$ cat config.mk
export PLATFORM = sky130hd
export DESIGN_NAME = tbc_ten_ctrl
export DESIGN_NICKNAME = d
export VERILOG_FILES = /design/src/design/tbc_sat_counter.v /design/src/design/tbc_ten_ctrl.v
export VERILOG_INCLUDE_DIRS = /design/src /design/src/common
export SDC_FILE = /design/constraint.sdc
export NUM_CORES = 1
export LEC_CHECK = 0
export BUFFER_PORTS_ARGS = -buffer_cell sky130_fd_sc_hd__buf_4
export CORE_MARGIN = 4
export CORE_UTILIZATION = 41
export CTS_CLUSTER_SIZE = 25
export DETAILED_ROUTE_END_ITERATION = 7
export PLACE_DENSITY_LB_ADDON = 0.15
export SYNTH_ARGS = -nofsm -noshare
export SYNTH_HDL_FRONTEND = slang
export SYNTH_SLANG_ARGS = --single-unit
$ cat constraint.sdc
create_clock -name clock_i -period 1.95 [get_ports clock_i]
set_input_delay 0.39 -clock clock_i [delete_from_list [all_inputs] [get_ports clock_i]]
set_output_delay 0.39 -clock clock_i [all_outputs]
set_load 0.05 [all_outputs]
$ cat src/common/tbc_regs.vh
// register offsets, field positions, reset values and timing counts for the 10 Mb/s control block
`ifndef TBC_REGS_VH
`define TBC_REGS_VH

// ==========================================================================
// register offsets (management register index)
// ==========================================================================
`define TBC_ADDR_TEN_CTRL      5'h1a
`define TBC_ADDR_SELFTEST      5'h1b
`define TBC_ADDR_PHY_SUMMARY   5'h10
`define TBC_ADDR_PHY_CONTROL   5'h19
`define TBC_ADDR_IRQ_STATUS    5'h1e
`define TBC_ADDR_IRQ_MASK      5'h1f

// ==========================================================================
// ten_base_t_ctrl_status fields
// ==========================================================================
`define TBC_TEN_LP_OFF         7
`define TBC_TEN_FORCE_LINK     6
`define TBC_TEN_RSVD5          5
`define TBC_TEN_POLARITY       4
`define TBC_TEN_RSVD3          3
`define TBC_TEN_RSVD2          2
`define TBC_TEN_HB_OFF         1
`define TBC_TEN_JAB_OFF        0
`define TBC_TEN_RESET          8'h04

// ==========================================================================
// selftest_extension_ctrl fields
// ==========================================================================
`define TBC_ST_CNT_LSB         8
`define TBC_ST_CONT            5
`define TBC_ST_PAT_EN          4
`define TBC_ST_GAP             2
`define TBC_ST_SEL_LSB         0
`define TBC_ST_RESET           8'h00

// ==========================================================================
// phy_summary_status / phy_control fields
// ==========================================================================
`define TBC_SUM_POLARITY       12
`define TBC_SUM_LINK           0
`define TBC_PCR_ST_START       8
`define TBC_PCR_ST_STATUS      7

// ==========================================================================
// interrupt status bits
// ==========================================================================
`define TBC_IRQ_POLARITY       0
`define TBC_IRQ_CNT_SAT        1
`define TBC_IRQ_WIDTH          2

// ==========================================================================
// pattern selector codes and gap timing
// ==========================================================================
`define TBC_PAT_EOP0           2'h0
`define TBC_PAT_EOP1           2'h1
`define TBC_PAT_NLP            2'h2
`define TBC_PAT_ONES           2'h3
`define TBC_CLK_MHZ            10
`define TBC_GAP_LONG_US        15
`define TBC_GAP_SHORT_US       10
`define TBC_GAP_LONG_CYC       (`TBC_GAP_LONG_US * `TBC_CLK_MHZ)
`define TBC_GAP_SHORT_CYC      (`TBC_GAP_SHORT_US * `TBC_CLK_MHZ)

`endif

$ cat src/design/tbc_sat_counter.v
// saturating error counter with synchronous clear
`timescale 1ns/1ns
`default_nettype none

module tbc_sat_counter #(
    parameter WIDTH = 8                       // counter width
) (
    input  wire             clock_i,          // block clock
    input  wire             rst_i,            // synchronous reset, high
    input  wire             clear_i,          // restart: force to zero
    input  wire             inc_i,            // one count request
    output reg  [WIDTH-1:0] count_o,          // running count
    output reg              sat_o             // pulse when max first reached
);

    wire at_max;                              // counter is full
    assign at_max = &count_o;

    // ======================================================================
    // counter: clear has priority, then sticky at max
    // ======================================================================
    always @(posedge clock_i)
    begin
        sat_o <= 1'b0;
        if (rst_i || clear_i)
        begin
            count_o <= {WIDTH{1'b0}};
        end
        else if (inc_i && !at_max)
        begin
            count_o <= count_o + {{(WIDTH-1){1'b0}}, 1'b1};
            sat_o   <= &count_o[WIDTH-1:1];   // last step onto max
        end
    end

endmodule // tbc_sat_counter

`default_nettype wire

$ cat src/design/tbc_ten_ctrl.v
// 10 Mb/s control/status and self-test extension register bank
//
// Overview of operation
// - bit 7 stops normal link pulse transmit
// - bit 6 forces good 10 Mb/s link
// - polarity flag latches high on inversion
// - control register read clears both polarity copies
// - heartbeat disable acts only 10M half-duplex
// - 100M or full duplex keeps heartbeat off
// - jabber disable applies only in 10BASE-T
// - bits 15:8 count bad self-test nibbles
// - self-test restart zeroes the error counter
// - error counter sticks at its maximum
// - bit 5 sends gapless pseudo-random data
// - continuous mode works with phy_control start
// - bit 4 enables 10 Mb/s pattern generator
// - select field picks EOP0, EOP1, NLP, ones
// - gap bit selects 15 or 10 us
//
// Local design decision: the strobed register port.
`timescale 1ns/1ns
`default_nettype none
`include "tbc_regs.vh"

module tbc_ten_ctrl #(
    parameter CNT_WIDTH = 8                     // error counter width
) (
    input  wire        clock_i,                 // 10 MHz block clock
    input  wire        rst_i,                   // synchronous reset, high
    // management register port
    input  wire [4:0]  reg_addr_i,              // register index
    input  wire [15:0] reg_wdata_i,             // write data
    input  wire        reg_wr_i,                // write strobe
    input  wire        reg_rd_i,                // read strobe
    output reg  [15:0] reg_rdata_o,             // read data, cycle after strobe
    // line state from the 10 Mb/s datapath
    input  wire        rx_pol_inverted_i,       // polarity detector, pin domain
    input  wire        rx_link_ok_i,            // link pulse monitor, pin domain
    input  wire        speed_100_i,             // running at 100 Mb/s
    input  wire        full_duplex_i,           // configured full duplex
    input  wire        selftest_nibble_err_i,   // one bad nibble, same clock
    // function controls towards the datapath
    output reg         link_pulse_tx_en_o,      // send normal link pulses
    output reg         link_good_o,             // reported 10 Mb/s link
    output reg         heartbeat_en_o,          // heartbeat function active
    output reg         jabber_en_o,             // jabber function active
    output reg         selftest_run_o,          // self-test transmitter running
    output reg         selftest_continuous_o,   // no inter-packet gaps
    output reg         pattern_en_o,            // 10 Mb/s pattern generator on
    output reg  [1:0]  pattern_sel_o,           // pattern code
    output reg         pattern_fire_o,          // one-cycle start of a sequence
    output reg         irq_o                    // level interrupt
);

    // ======================================================================
    // storage
    // ======================================================================
    reg  [7:0]  ten_q;                          // low byte of ten_base_t_ctrl_status
    reg  [7:0]  st_q;                           // low byte of selftest_extension_ctrl
    reg  [15:0] pcr_q;                          // phy_control shadow
    reg         pol_q;                          // latched polarity flag
    reg  [`TBC_IRQ_WIDTH-1:0] irq_stat_q;       // sticky event bits
    reg  [`TBC_IRQ_WIDTH-1:0] irq_mask_q;       // enable per event
    reg  [1:0]  pol_sync_q;                     // polarity synchroniser
    reg  [1:0]  link_sync_q;                    // link synchroniser
    reg         pol_seen_q;                     // previous synced polarity
    reg  [7:0]  gap_cnt_q;                      // pattern gap timer
    wire [CNT_WIDTH-1:0] err_count;             // self-test bad nibbles
    wire        err_sat;                        // counter reached max
    wire        st_restart;                     // self-test start write

    wire pol_rise;                              // new inversion seen
    wire rd_ten;                                // read of control register
    wire rd_irq;                                // read of interrupt status
    wire half10;                                // 10 Mb/s half-duplex
    // gap loads: the fire cycle is part of the period, so load one less
    localparam [31:0] GAP_LONG_LOAD  = `TBC_GAP_LONG_CYC - 1;   // 15 us period
    localparam [31:0] GAP_SHORT_LOAD = `TBC_GAP_SHORT_CYC - 1;  // 10 us period

    assign rd_ten   = reg_rd_i && (reg_addr_i == `TBC_ADDR_TEN_CTRL);
    assign rd_irq   = reg_rd_i && (reg_addr_i == `TBC_ADDR_IRQ_STATUS);
    assign pol_rise = pol_sync_q[1] && !pol_seen_q;
    assign half10   = !speed_100_i && !full_duplex_i;
    // writing the start bit restarts a run and must zero the counter
    assign st_restart = reg_wr_i && (reg_addr_i == `TBC_ADDR_PHY_CONTROL)
                        && reg_wdata_i[`TBC_PCR_ST_START];

    // ======================================================================
    // pin synchronisers: second stage is the only reader of the first
    // ======================================================================
    always @(posedge clock_i)
    begin
        if (rst_i)
        begin
            pol_sync_q  <= 2'h0;
            link_sync_q <= 2'h0;
            pol_seen_q  <= 1'b0;
        end
        else
        begin
            pol_sync_q  <= {pol_sync_q[0], rx_pol_inverted_i};
            link_sync_q <= {link_sync_q[0], rx_link_ok_i};
            pol_seen_q  <= pol_sync_q[1];
        end
    end

    // ======================================================================
    // control registers
    // ======================================================================
    always @(posedge clock_i)
    begin
        if (rst_i)
        begin
            ten_q      <= `TBC_TEN_RESET;
            st_q       <= `TBC_ST_RESET;
            pcr_q      <= 16'h0000;
            irq_mask_q <= {`TBC_IRQ_WIDTH{1'b0}};
        end
        else if (reg_wr_i)
        begin
            case (reg_addr_i)
                `TBC_ADDR_TEN_CTRL:
                    ten_q <= reg_wdata_i[7:0];   // reserved bits stored as written
                `TBC_ADDR_SELFTEST:
                    st_q  <= reg_wdata_i[7:0];   // upper count field is read-only
                `TBC_ADDR_PHY_CONTROL:
                    pcr_q <= reg_wdata_i;
                `TBC_ADDR_IRQ_MASK:
                    irq_mask_q <= reg_wdata_i[`TBC_IRQ_WIDTH-1:0];
                default:
                    pcr_q <= pcr_q;              // unmapped: write ignored
            endcase
        end
    end

    // ======================================================================
    // polarity flag: latch high, cleared only by control register read
    // ======================================================================
    always @(posedge clock_i)
    begin
        if (rst_i)
        begin
            pol_q <= 1'b0;
        end
        else if (pol_sync_q[1])
        begin
            pol_q <= 1'b1;                       // set beats read clear
        end
        else if (rd_ten)
        begin
            pol_q <= 1'b0;                       // both copies share this flop
        end
    end

    // ======================================================================
    // self-test error counter
    // ======================================================================
    tbc_sat_counter #(
        .WIDTH   (CNT_WIDTH)
    ) u_err_cnt (
        .clock_i (clock_i),
        .rst_i   (rst_i),
        .clear_i (st_restart),
        .inc_i   (selftest_nibble_err_i && selftest_run_o),
        .count_o (err_count),
        .sat_o   (err_sat)
    );

    // ======================================================================
    // interrupt status: events set, read clears, set wins
    // ======================================================================
    always @(posedge clock_i)
    begin
        if (rst_i)
        begin
            irq_stat_q <= {`TBC_IRQ_WIDTH{1'b0}};
            irq_o      <= 1'b0;
        end
        else
        begin
            irq_stat_q <= (rd_irq ? {`TBC_IRQ_WIDTH{1'b0}} : irq_stat_q)
                          | {err_sat, pol_rise};
            irq_o      <= |(irq_stat_q & irq_mask_q);
        end
    end

    // ======================================================================
    // read data: one cycle after the strobe, zero otherwise
    // ======================================================================
    always @(posedge clock_i)
    begin
        if (rst_i || !reg_rd_i)
        begin
            reg_rdata_o <= 16'h0000;
        end
        else
        begin
            case (reg_addr_i)
                `TBC_ADDR_TEN_CTRL:
                    reg_rdata_o <= {8'h00, ten_q[7:5], pol_q, ten_q[3:0]};
                `TBC_ADDR_SELFTEST:
                    reg_rdata_o <= {err_count, st_q};
                `TBC_ADDR_PHY_SUMMARY:              // mirror, read does not clear
                    reg_rdata_o <= {3'h0, pol_q, 11'h000, link_good_o};
                `TBC_ADDR_PHY_CONTROL:
                    reg_rdata_o <= {pcr_q[15:8], selftest_run_o, pcr_q[6:0]};
                `TBC_ADDR_IRQ_STATUS:
                    reg_rdata_o <= {14'h0000, irq_stat_q};
                `TBC_ADDR_IRQ_MASK:
                    reg_rdata_o <= {14'h0000, irq_mask_q};
                default:
                    reg_rdata_o <= 16'h0000;     // unmapped reads zero
            endcase
        end
    end

    // ======================================================================
    // function controls
    // ======================================================================
    always @(posedge clock_i)
    begin
        if (rst_i)
        begin
            link_pulse_tx_en_o    <= 1'b1;
            link_good_o           <= 1'b0;
            heartbeat_en_o        <= 1'b0;
            jabber_en_o           <= 1'b1;
            selftest_run_o        <= 1'b0;
            selftest_continuous_o <= 1'b0;
            pattern_en_o          <= 1'b0;
            pattern_sel_o         <= `TBC_PAT_EOP0;
        end
        else
        begin
            link_pulse_tx_en_o <= !ten_q[`TBC_TEN_LP_OFF];
            link_good_o        <= ten_q[`TBC_TEN_FORCE_LINK] || link_sync_q[1];
            // heartbeat only exists in 10 Mb/s half duplex
            heartbeat_en_o     <= half10 && !ten_q[`TBC_TEN_HB_OFF];
            // jabber disable only honoured at 10 Mb/s; 100 Mb/s keeps its own
            jabber_en_o        <= speed_100_i || !ten_q[`TBC_TEN_JAB_OFF];
            selftest_run_o     <= pcr_q[`TBC_PCR_ST_START];
            // continuous only while a run is started
            selftest_continuous_o <= st_q[`TBC_ST_CONT] && pcr_q[`TBC_PCR_ST_START];
            pattern_en_o       <= st_q[`TBC_ST_PAT_EN];
            pattern_sel_o      <= st_q[1:0];
        end
    end

    // ======================================================================
    // pattern sequence timer: gap between sequences, ones run gapless
    // ======================================================================
    always @(posedge clock_i)
    begin
        if (rst_i || !pattern_en_o)
        begin
            gap_cnt_q      <= 8'h00;
            pattern_fire_o <= 1'b0;
        end
        else if (pattern_sel_o == `TBC_PAT_ONES)
        begin
            gap_cnt_q      <= 8'h00;             // constant tone, no sequences
            pattern_fire_o <= 1'b0;
        end
        else if (gap_cnt_q == 8'h00)
        begin
            gap_cnt_q      <= st_q[`TBC_ST_GAP] ? GAP_LONG_LOAD[7:0]
                                                : GAP_SHORT_LOAD[7:0];
            pattern_fire_o <= 1'b1;
        end
        else
        begin
            gap_cnt_q      <= gap_cnt_q - 8'h01;
            pattern_fire_o <= 1'b0;
        end
    end

endmodule // tbc_ten_ctrl

`default_nettype wire

==> results.yml, run 1 <==
floorplanning:
  rows: 32
  die_w_um: 98.0
  die-area_sq_um: 9600
  core_region_area_sq_um: 7810
  boundaryPins: 57
  initial_core_util_pct: 42.5
  dieHeight_um: 98.0
timing:
  setup_viol: 0
  grt_setup_unrepaired: "no"
  hold_viol_final: 0
  slew_viol_final: 0
  finalCritPeriodShare_pct: 85.1
  timing.final.ws_setup_ns: 0.290
  slew_headroom_pct: 64.3
  hold_ws_ns: 0.193
  fin_tns_setup_ns: 0
  tightest_slew_ns: 0.534
  fmax_ghz: 0.602
  fin_skew_ns: 0.00665
  period_minus_slack_ns: 1.66
grt:
  grt_util_all_layers_pct: 16.2
  antenna_found_initial: 0
  grt_use_met2_pct: 25.5
  grt_pass1_vias: 2482
  use_met3_pct: 4.21
  grt.overflow.total: 0
  grt_pass1_wl_um: 12400
  grt_max_degree: 25
  grtUsageMet1_pct: 21.7
  grt_busiest_layer: "met2"
critical_path:
  r2r_slack_ns: 0.29
  timing.rr.start: "u_err_cnt.count_o[3]"
  critical_path.max_fanout: 8
  worst-setup-path-type: "register to register"
  end_kind: "register"
  crit_path_start: "u_err_cnt.count_o[3]"
  r2r_cells: 4
  cp.required_ns: 2.18
  worstSetupEndpoint: "u_err_cnt.count_o[1]"
  r2r_end: "u_err_cnt.count_o[1]"
  crit_arrival_ns: 1.89
  startpoint_type: "register"
cells_and_area:
  most-common-layout-cells: "dfxtp_1 (84), buf_4 (71), nor2_1 (63)"
  diodes: 0
  syn_to_final_growth_pct: 22.4
  mostFrequentLayoutCell: "dfxtp_1"
  drive_gt1_share_pct: 23.1
  fin_nets: 448
detailed_routing:
  avgRoutedWirePerCell_um: 14.5
  ant_nets: 0
  viasPerCell: 5.08
  drc_errors: 0
  vias: 2653
  drt-initial-drc-count: 125
  wl_um: 7560
  firstDrtPassIters: 6
clocking:
  clk_pin_slew_ns: 0.08
  cts_tree: "done"
  root_buffer: "clkbuf_8"
  ctsLongestPathBuffers: 2
  htreeDepth: 3
  cts_setup_buffers: 0
  cts.sinks: 84
  insertion_delay_ns: 0.34
  cts_buffers: 9
  postCtsHoldBufs: 0
  cts_resized: 0
yosys:
  synth-xor-area-share_pct: 1.58
  synth_top_cells_by_area: "dfxtp_1 (51%), mux2i_1 (9.3%), nor2_1 (7.1%)"
  ys_warn_count: 0
  synthMuxAreaShare_pct: 9.68
  syn_nets: 385
  yosys.area_share.simple_pct: 20.5
  synth_edf_count: 0
  synthDistinctLibCells: 48
  synth_top_family_by_area: "simple AND/OR/NAND/NOR gates"
  syn_area_sq_um: 3320
  synthAdderAreaFrac_pct: 1.13
  async_flop_share_pct: 0
  synth_top_area_share_pct: 50.6
  ys_ff_latch: 84
  synth.avg_cell_area_sq_um: 9.43
  synth_top_area_cell: "dfxtp_1"
  synth_compound_area_share_pct: 12.2
  ys.flop_type: "dfxtp_1"
  yosysSeqAreaShare_pct: 50.6
  syn_inst: 352
placed_design:
  hpwl_um: 5530
  port-buffer-count: 56
  gp_congestion: 0.764
  preCtsSetupSlack_ns: 0.140
pwr:
  vdd_ir_drop_max_uv: 481
  finalPower_uw: 3140
  p_per_area_nw_per_um2: 772
  total_leakage_power_uw: 0.00160
status:
  outcome: "completed"
run:
  drv_cap: 0
worst_hold_path:
  hp-class: "input pin to register"
area by class of cell:
cell class                      count  area (sq um)
Clock buffer                       10           138
Clock inverter                      6          63.8
Fill cell                         751          3740
Inverter                            6          22.5
Multi-Input combinational cell    243          1500
Sequential cell                    84          1680
Tap cell                          102           128
Timing Repair Buffer               71           533
where the power goes:
part / total (uW) / internal (uW) / switching, uW / leakage, uW
sequential: 1730 / 1730 / 7.07 / 0.000678
combinational: 172 / 76.6 / 95.6 / 0.000826
clock: 1230 / 624 / 606 / 0.0000983
total: 3140 / 2430 / 709 / 0.00160
per-layer routing:
metal	routed length, um	vias up
li1	-	1348
met1	3580	1227
met2	3450	71
met3	442	7
met4	87	0
met5	0	-
worst min-delay path by stage:
stage | end | depth (start not counted) | from
2_1_floorplan | jabber_en_o | 1 | ten_q[0]
3_3_place_gp | link_pulse_tx_en_o | 1 | ten_q[7]
3_5_place_dp | link_pulse_tx_en_o | 1 | ten_q[7]
4_1_cts | heartbeat_en_o | 2 | full_duplex_i
5_1_grt | heartbeat_en_o | 2 | full_duplex_i
6_report | heartbeat_en_o | 2 | full_duplex_i
critical path, stage by stage, from the launching register on:
cell and delay (ns):
dfxtp_1 0.47, nand3_1 0.23, o311ai_2 0.56, mux2i_1 0.24, nor2_1 0.05
synth_stat cells, drive strengths merged, types with 2 or more instances:
cell	n
mux2i	31
nor2	63
buf	12
o21ai	3
inv	6
dfxtp	84
a31oi	3
a211oi	4
xnor2	2
nand3	17
clkbuf	7
a22o	2
and2	4
nor4	5
nor2b	10
xor2	4
a22oi	10
nand2	25
nand4b	2
nor3b	4
ha	3
a21oi	28
and3	4
nor3	5
sequential cells by signal, indices dropped and copies added, names as in the netlist, 2 cells and up:
signal	flops
reg_rdata_o	16
pcr_q	15
gap_cnt_q	8
st_q	8
u_err_cnt.count_o	8
ten_q	7
irq_mask_q	2
irq_stat_q	2
link_sync_q	2
pattern_sel_o	2
pol_sync_q	2
metrics by stage:
stage	utilization, %	area [sq um]	instances
after floorplan	-	3320	352
after global placement	49.5	3860	506
after detailed placement	49.5	3860	506
after CTS	52.1	4070	522
after global routing	52.1	4070	522
final	52.1	4070	522
logic make-up after synthesis:
group	Yosys count
adders and majority gates	3
buffers and inverters	25
xor gates and xnor gates	6
muxes	32
DFF	84
and+or+nand+nor	141
AOI/OAI and AO/OA	61
(Power assumes the default switching activity.)
==> run 2, diff against run 1 <==
- CTS_BUF_LIST: default -> sky130_fd_sc_hd__clkbuf_8
- RECOVER_POWER: default -> 25
==> run 2 against run 1 <==
Against the previous run:
- via count about the same
- combinational power down 3%
- final area shrank 0.71%
- utilization decreased by 0.37 points
- power is 0.16% lower
- clock skew is 0.0016 ns lower
- global-route usage unchanged
- clock-buffer cell count stayed put
- routed wire length decreased by 0.15%
- die area unchanged
- register-to-register slack about the same
- non-clock buffer count did not move
- critical endpoint is now reg_rdata_o[3]
- largest cell class unchanged
- highest routed layer unchanged
==> results.yml, run 2 (same netlist as run 1, synthesis figures left out) <==
grt:
  antenna_found_initial: 0
  grt.overflow.total: 0
  grt_pass1_wl_um: 12400
  grt_pass1_vias: 2482
  grt_max_degree: 25
  grt_util_all_layers_pct: 16.2
cells_and_area:
  fin_nets: 448
  diodes: 0
  reg_top3: "reg_rdata_o (16), pcr_q (15)"
  fin_cells: 522
  drive_gt1_share_pct: 21.4
  most-common-layout-cells: "dfxtp_1 (84), buf_4 (65), nor2_1 (63)"
  fillers: 758
  largest_reg_flops: 16
  syn_to_final_growth_pct: 21.6
  regMostFlops: "reg_rdata_o"
  final_util_pct: 51.7
  mostFrequentLayoutCell: "dfxtp_1"
pwr:
  total_leakage_power_uw: 0.00158
  p_per_area_nw_per_um2: 776
  vdd_ir_drop_max_uv: 476
detailed_routing:
  ant_nets: 0
  avgRoutedWirePerCell_um: 14.5
  firstDrtPassIters: 4
  wl_um: 7550
  viasPerCell: 5.08
  drc_errors: 0
  drt-initial-drc-count: 142
  met2_length_um: 3500
  top_layer_used: "met4"
  vias: 2654
  met3_length_um: 439
  wl_met1_um: 3540
floorplanning:
  dieHeight_um: 98.0
  rows: 32
  core_region_area_sq_um: 7810
  die-area_sq_um: 9600
  boundaryPins: 57
  initial_core_util_pct: 42.5
  die_w_um: 98.0
clocking:
  cts_buffers: 9
  ctsLongestPathBuffers: 2
  cts_resized: 0
  htreeDepth: 3
  cts_tree: "done"
  postCtsHoldBufs: 0
  root_buffer: "clkbuf_8"
  insertion_delay_ns: 0.35
  cts.sinks: 84
  cts_setup_buffers: 0
  clk_pin_slew_ns: 0.08
timing:
  setup_viol: 0
  tightest_slew_ns: 1.09
  finalCritPeriodShare_pct: 88.9
  hold_viol_final: 0
  grt_setup_unrepaired: "no"
  slew_headroom_pct: 27.2
  fmax_ghz: 0.577
  fin_skew_ns: 0.00510
  slew_viol_final: 0
  fin_tns_setup_ns: 0
  period_minus_slack_ns: 1.73
critical_path:
  crit_arrival_ns: 1.93
  crit_chain: "clkbuf_1, nor2b_1, o21a_1, o2111ai_1, clkbuf_1, nor2_1"
  critical_path.max_fanout: 15
  cp.required_ns: 2.15
  slowest_delay_ns: 0.61
  end_kind: "register"
  critical_path.most_common_cell: "clkbuf_1"
  worst-setup-path-type: "input pin to register"
  slowest_stage: "clkbuf_1"
  startpoint_type: "input pin"
run:
  drv_cap: 0
placed_design:
  port-buffer-count: 56
  dpl.cell_count: 506
  gp_congestion: 0.764
  hpwl_um: 5530
status:
  outcome: "completed"
worst_hold_path:
  hp-class: "input pin to register"
==> run 2: cell type report <==
cell class	instances	area, sq um	share of cell area [%]
sequential	84	1680	41.7
multi-input combinational	243	1490	37.0
timing repair buffer	71	510	12.6
clock buffer	10	138	3.41
tap	102	128	3.16
clock inverter	6	63.8	1.58
inverter	6	22.5	0.558
==> run 2: worst paths after layout <==
path / from / endpoint / slack, ns / cells after the start
hold / removal: full_duplex_i / heartbeat_en_o / 0.19 / 2
setup reg to reg: u_err_cnt.count_o[3] / u_err_cnt.count_o[1] / 0.29 / 4
hold reg to reg: ten_q[7] / link_pulse_tx_en_o / 0.41 / 1
setup / recovery: reg_addr_i[0] / reg_rdata_o[3] / 0.22 / 6
==> run 2: worst max-delay path: cells and delay by family <==
family / cells / cell delay [ns]
buffers and inverters: 2 / 0.81
AO/OA/AOI/OAI: 2 / 0.37
AND/OR/NAND/NOR: 2 / 0.36
==> run 2: where the power goes <==
part           switching, uW  leakage [uW]  internal (uW)
sequential              7.03      0.000678           1730
combinational           94.8      0.000804           71.9
clock                    607     0.0000983            624
==> run 2: per-stage QoR <==
step	cell area, sq um	hold WS, ns	setup WS (ns)	power (uW)
after detailed placement	3860	0.385	0.140	1950
after global routing	4040	0.168	0.125	3260
after floorplan	3320	0.370	0.346	1860
final	4040	0.189	0.217	3130
after global placement	3860	0.386	0.118	1950
after CTS	4070	0.179	0.291	3170
==> run 2: layer usage <==
metal | track usage (%) | vias to the layer above
met2 | 25.5 | 70
met3 | 4.21 | 6
met5 | 0 | -
met1 | 21.7 | 1234
li1 | - | 1344
met4 | 5.43 | 0
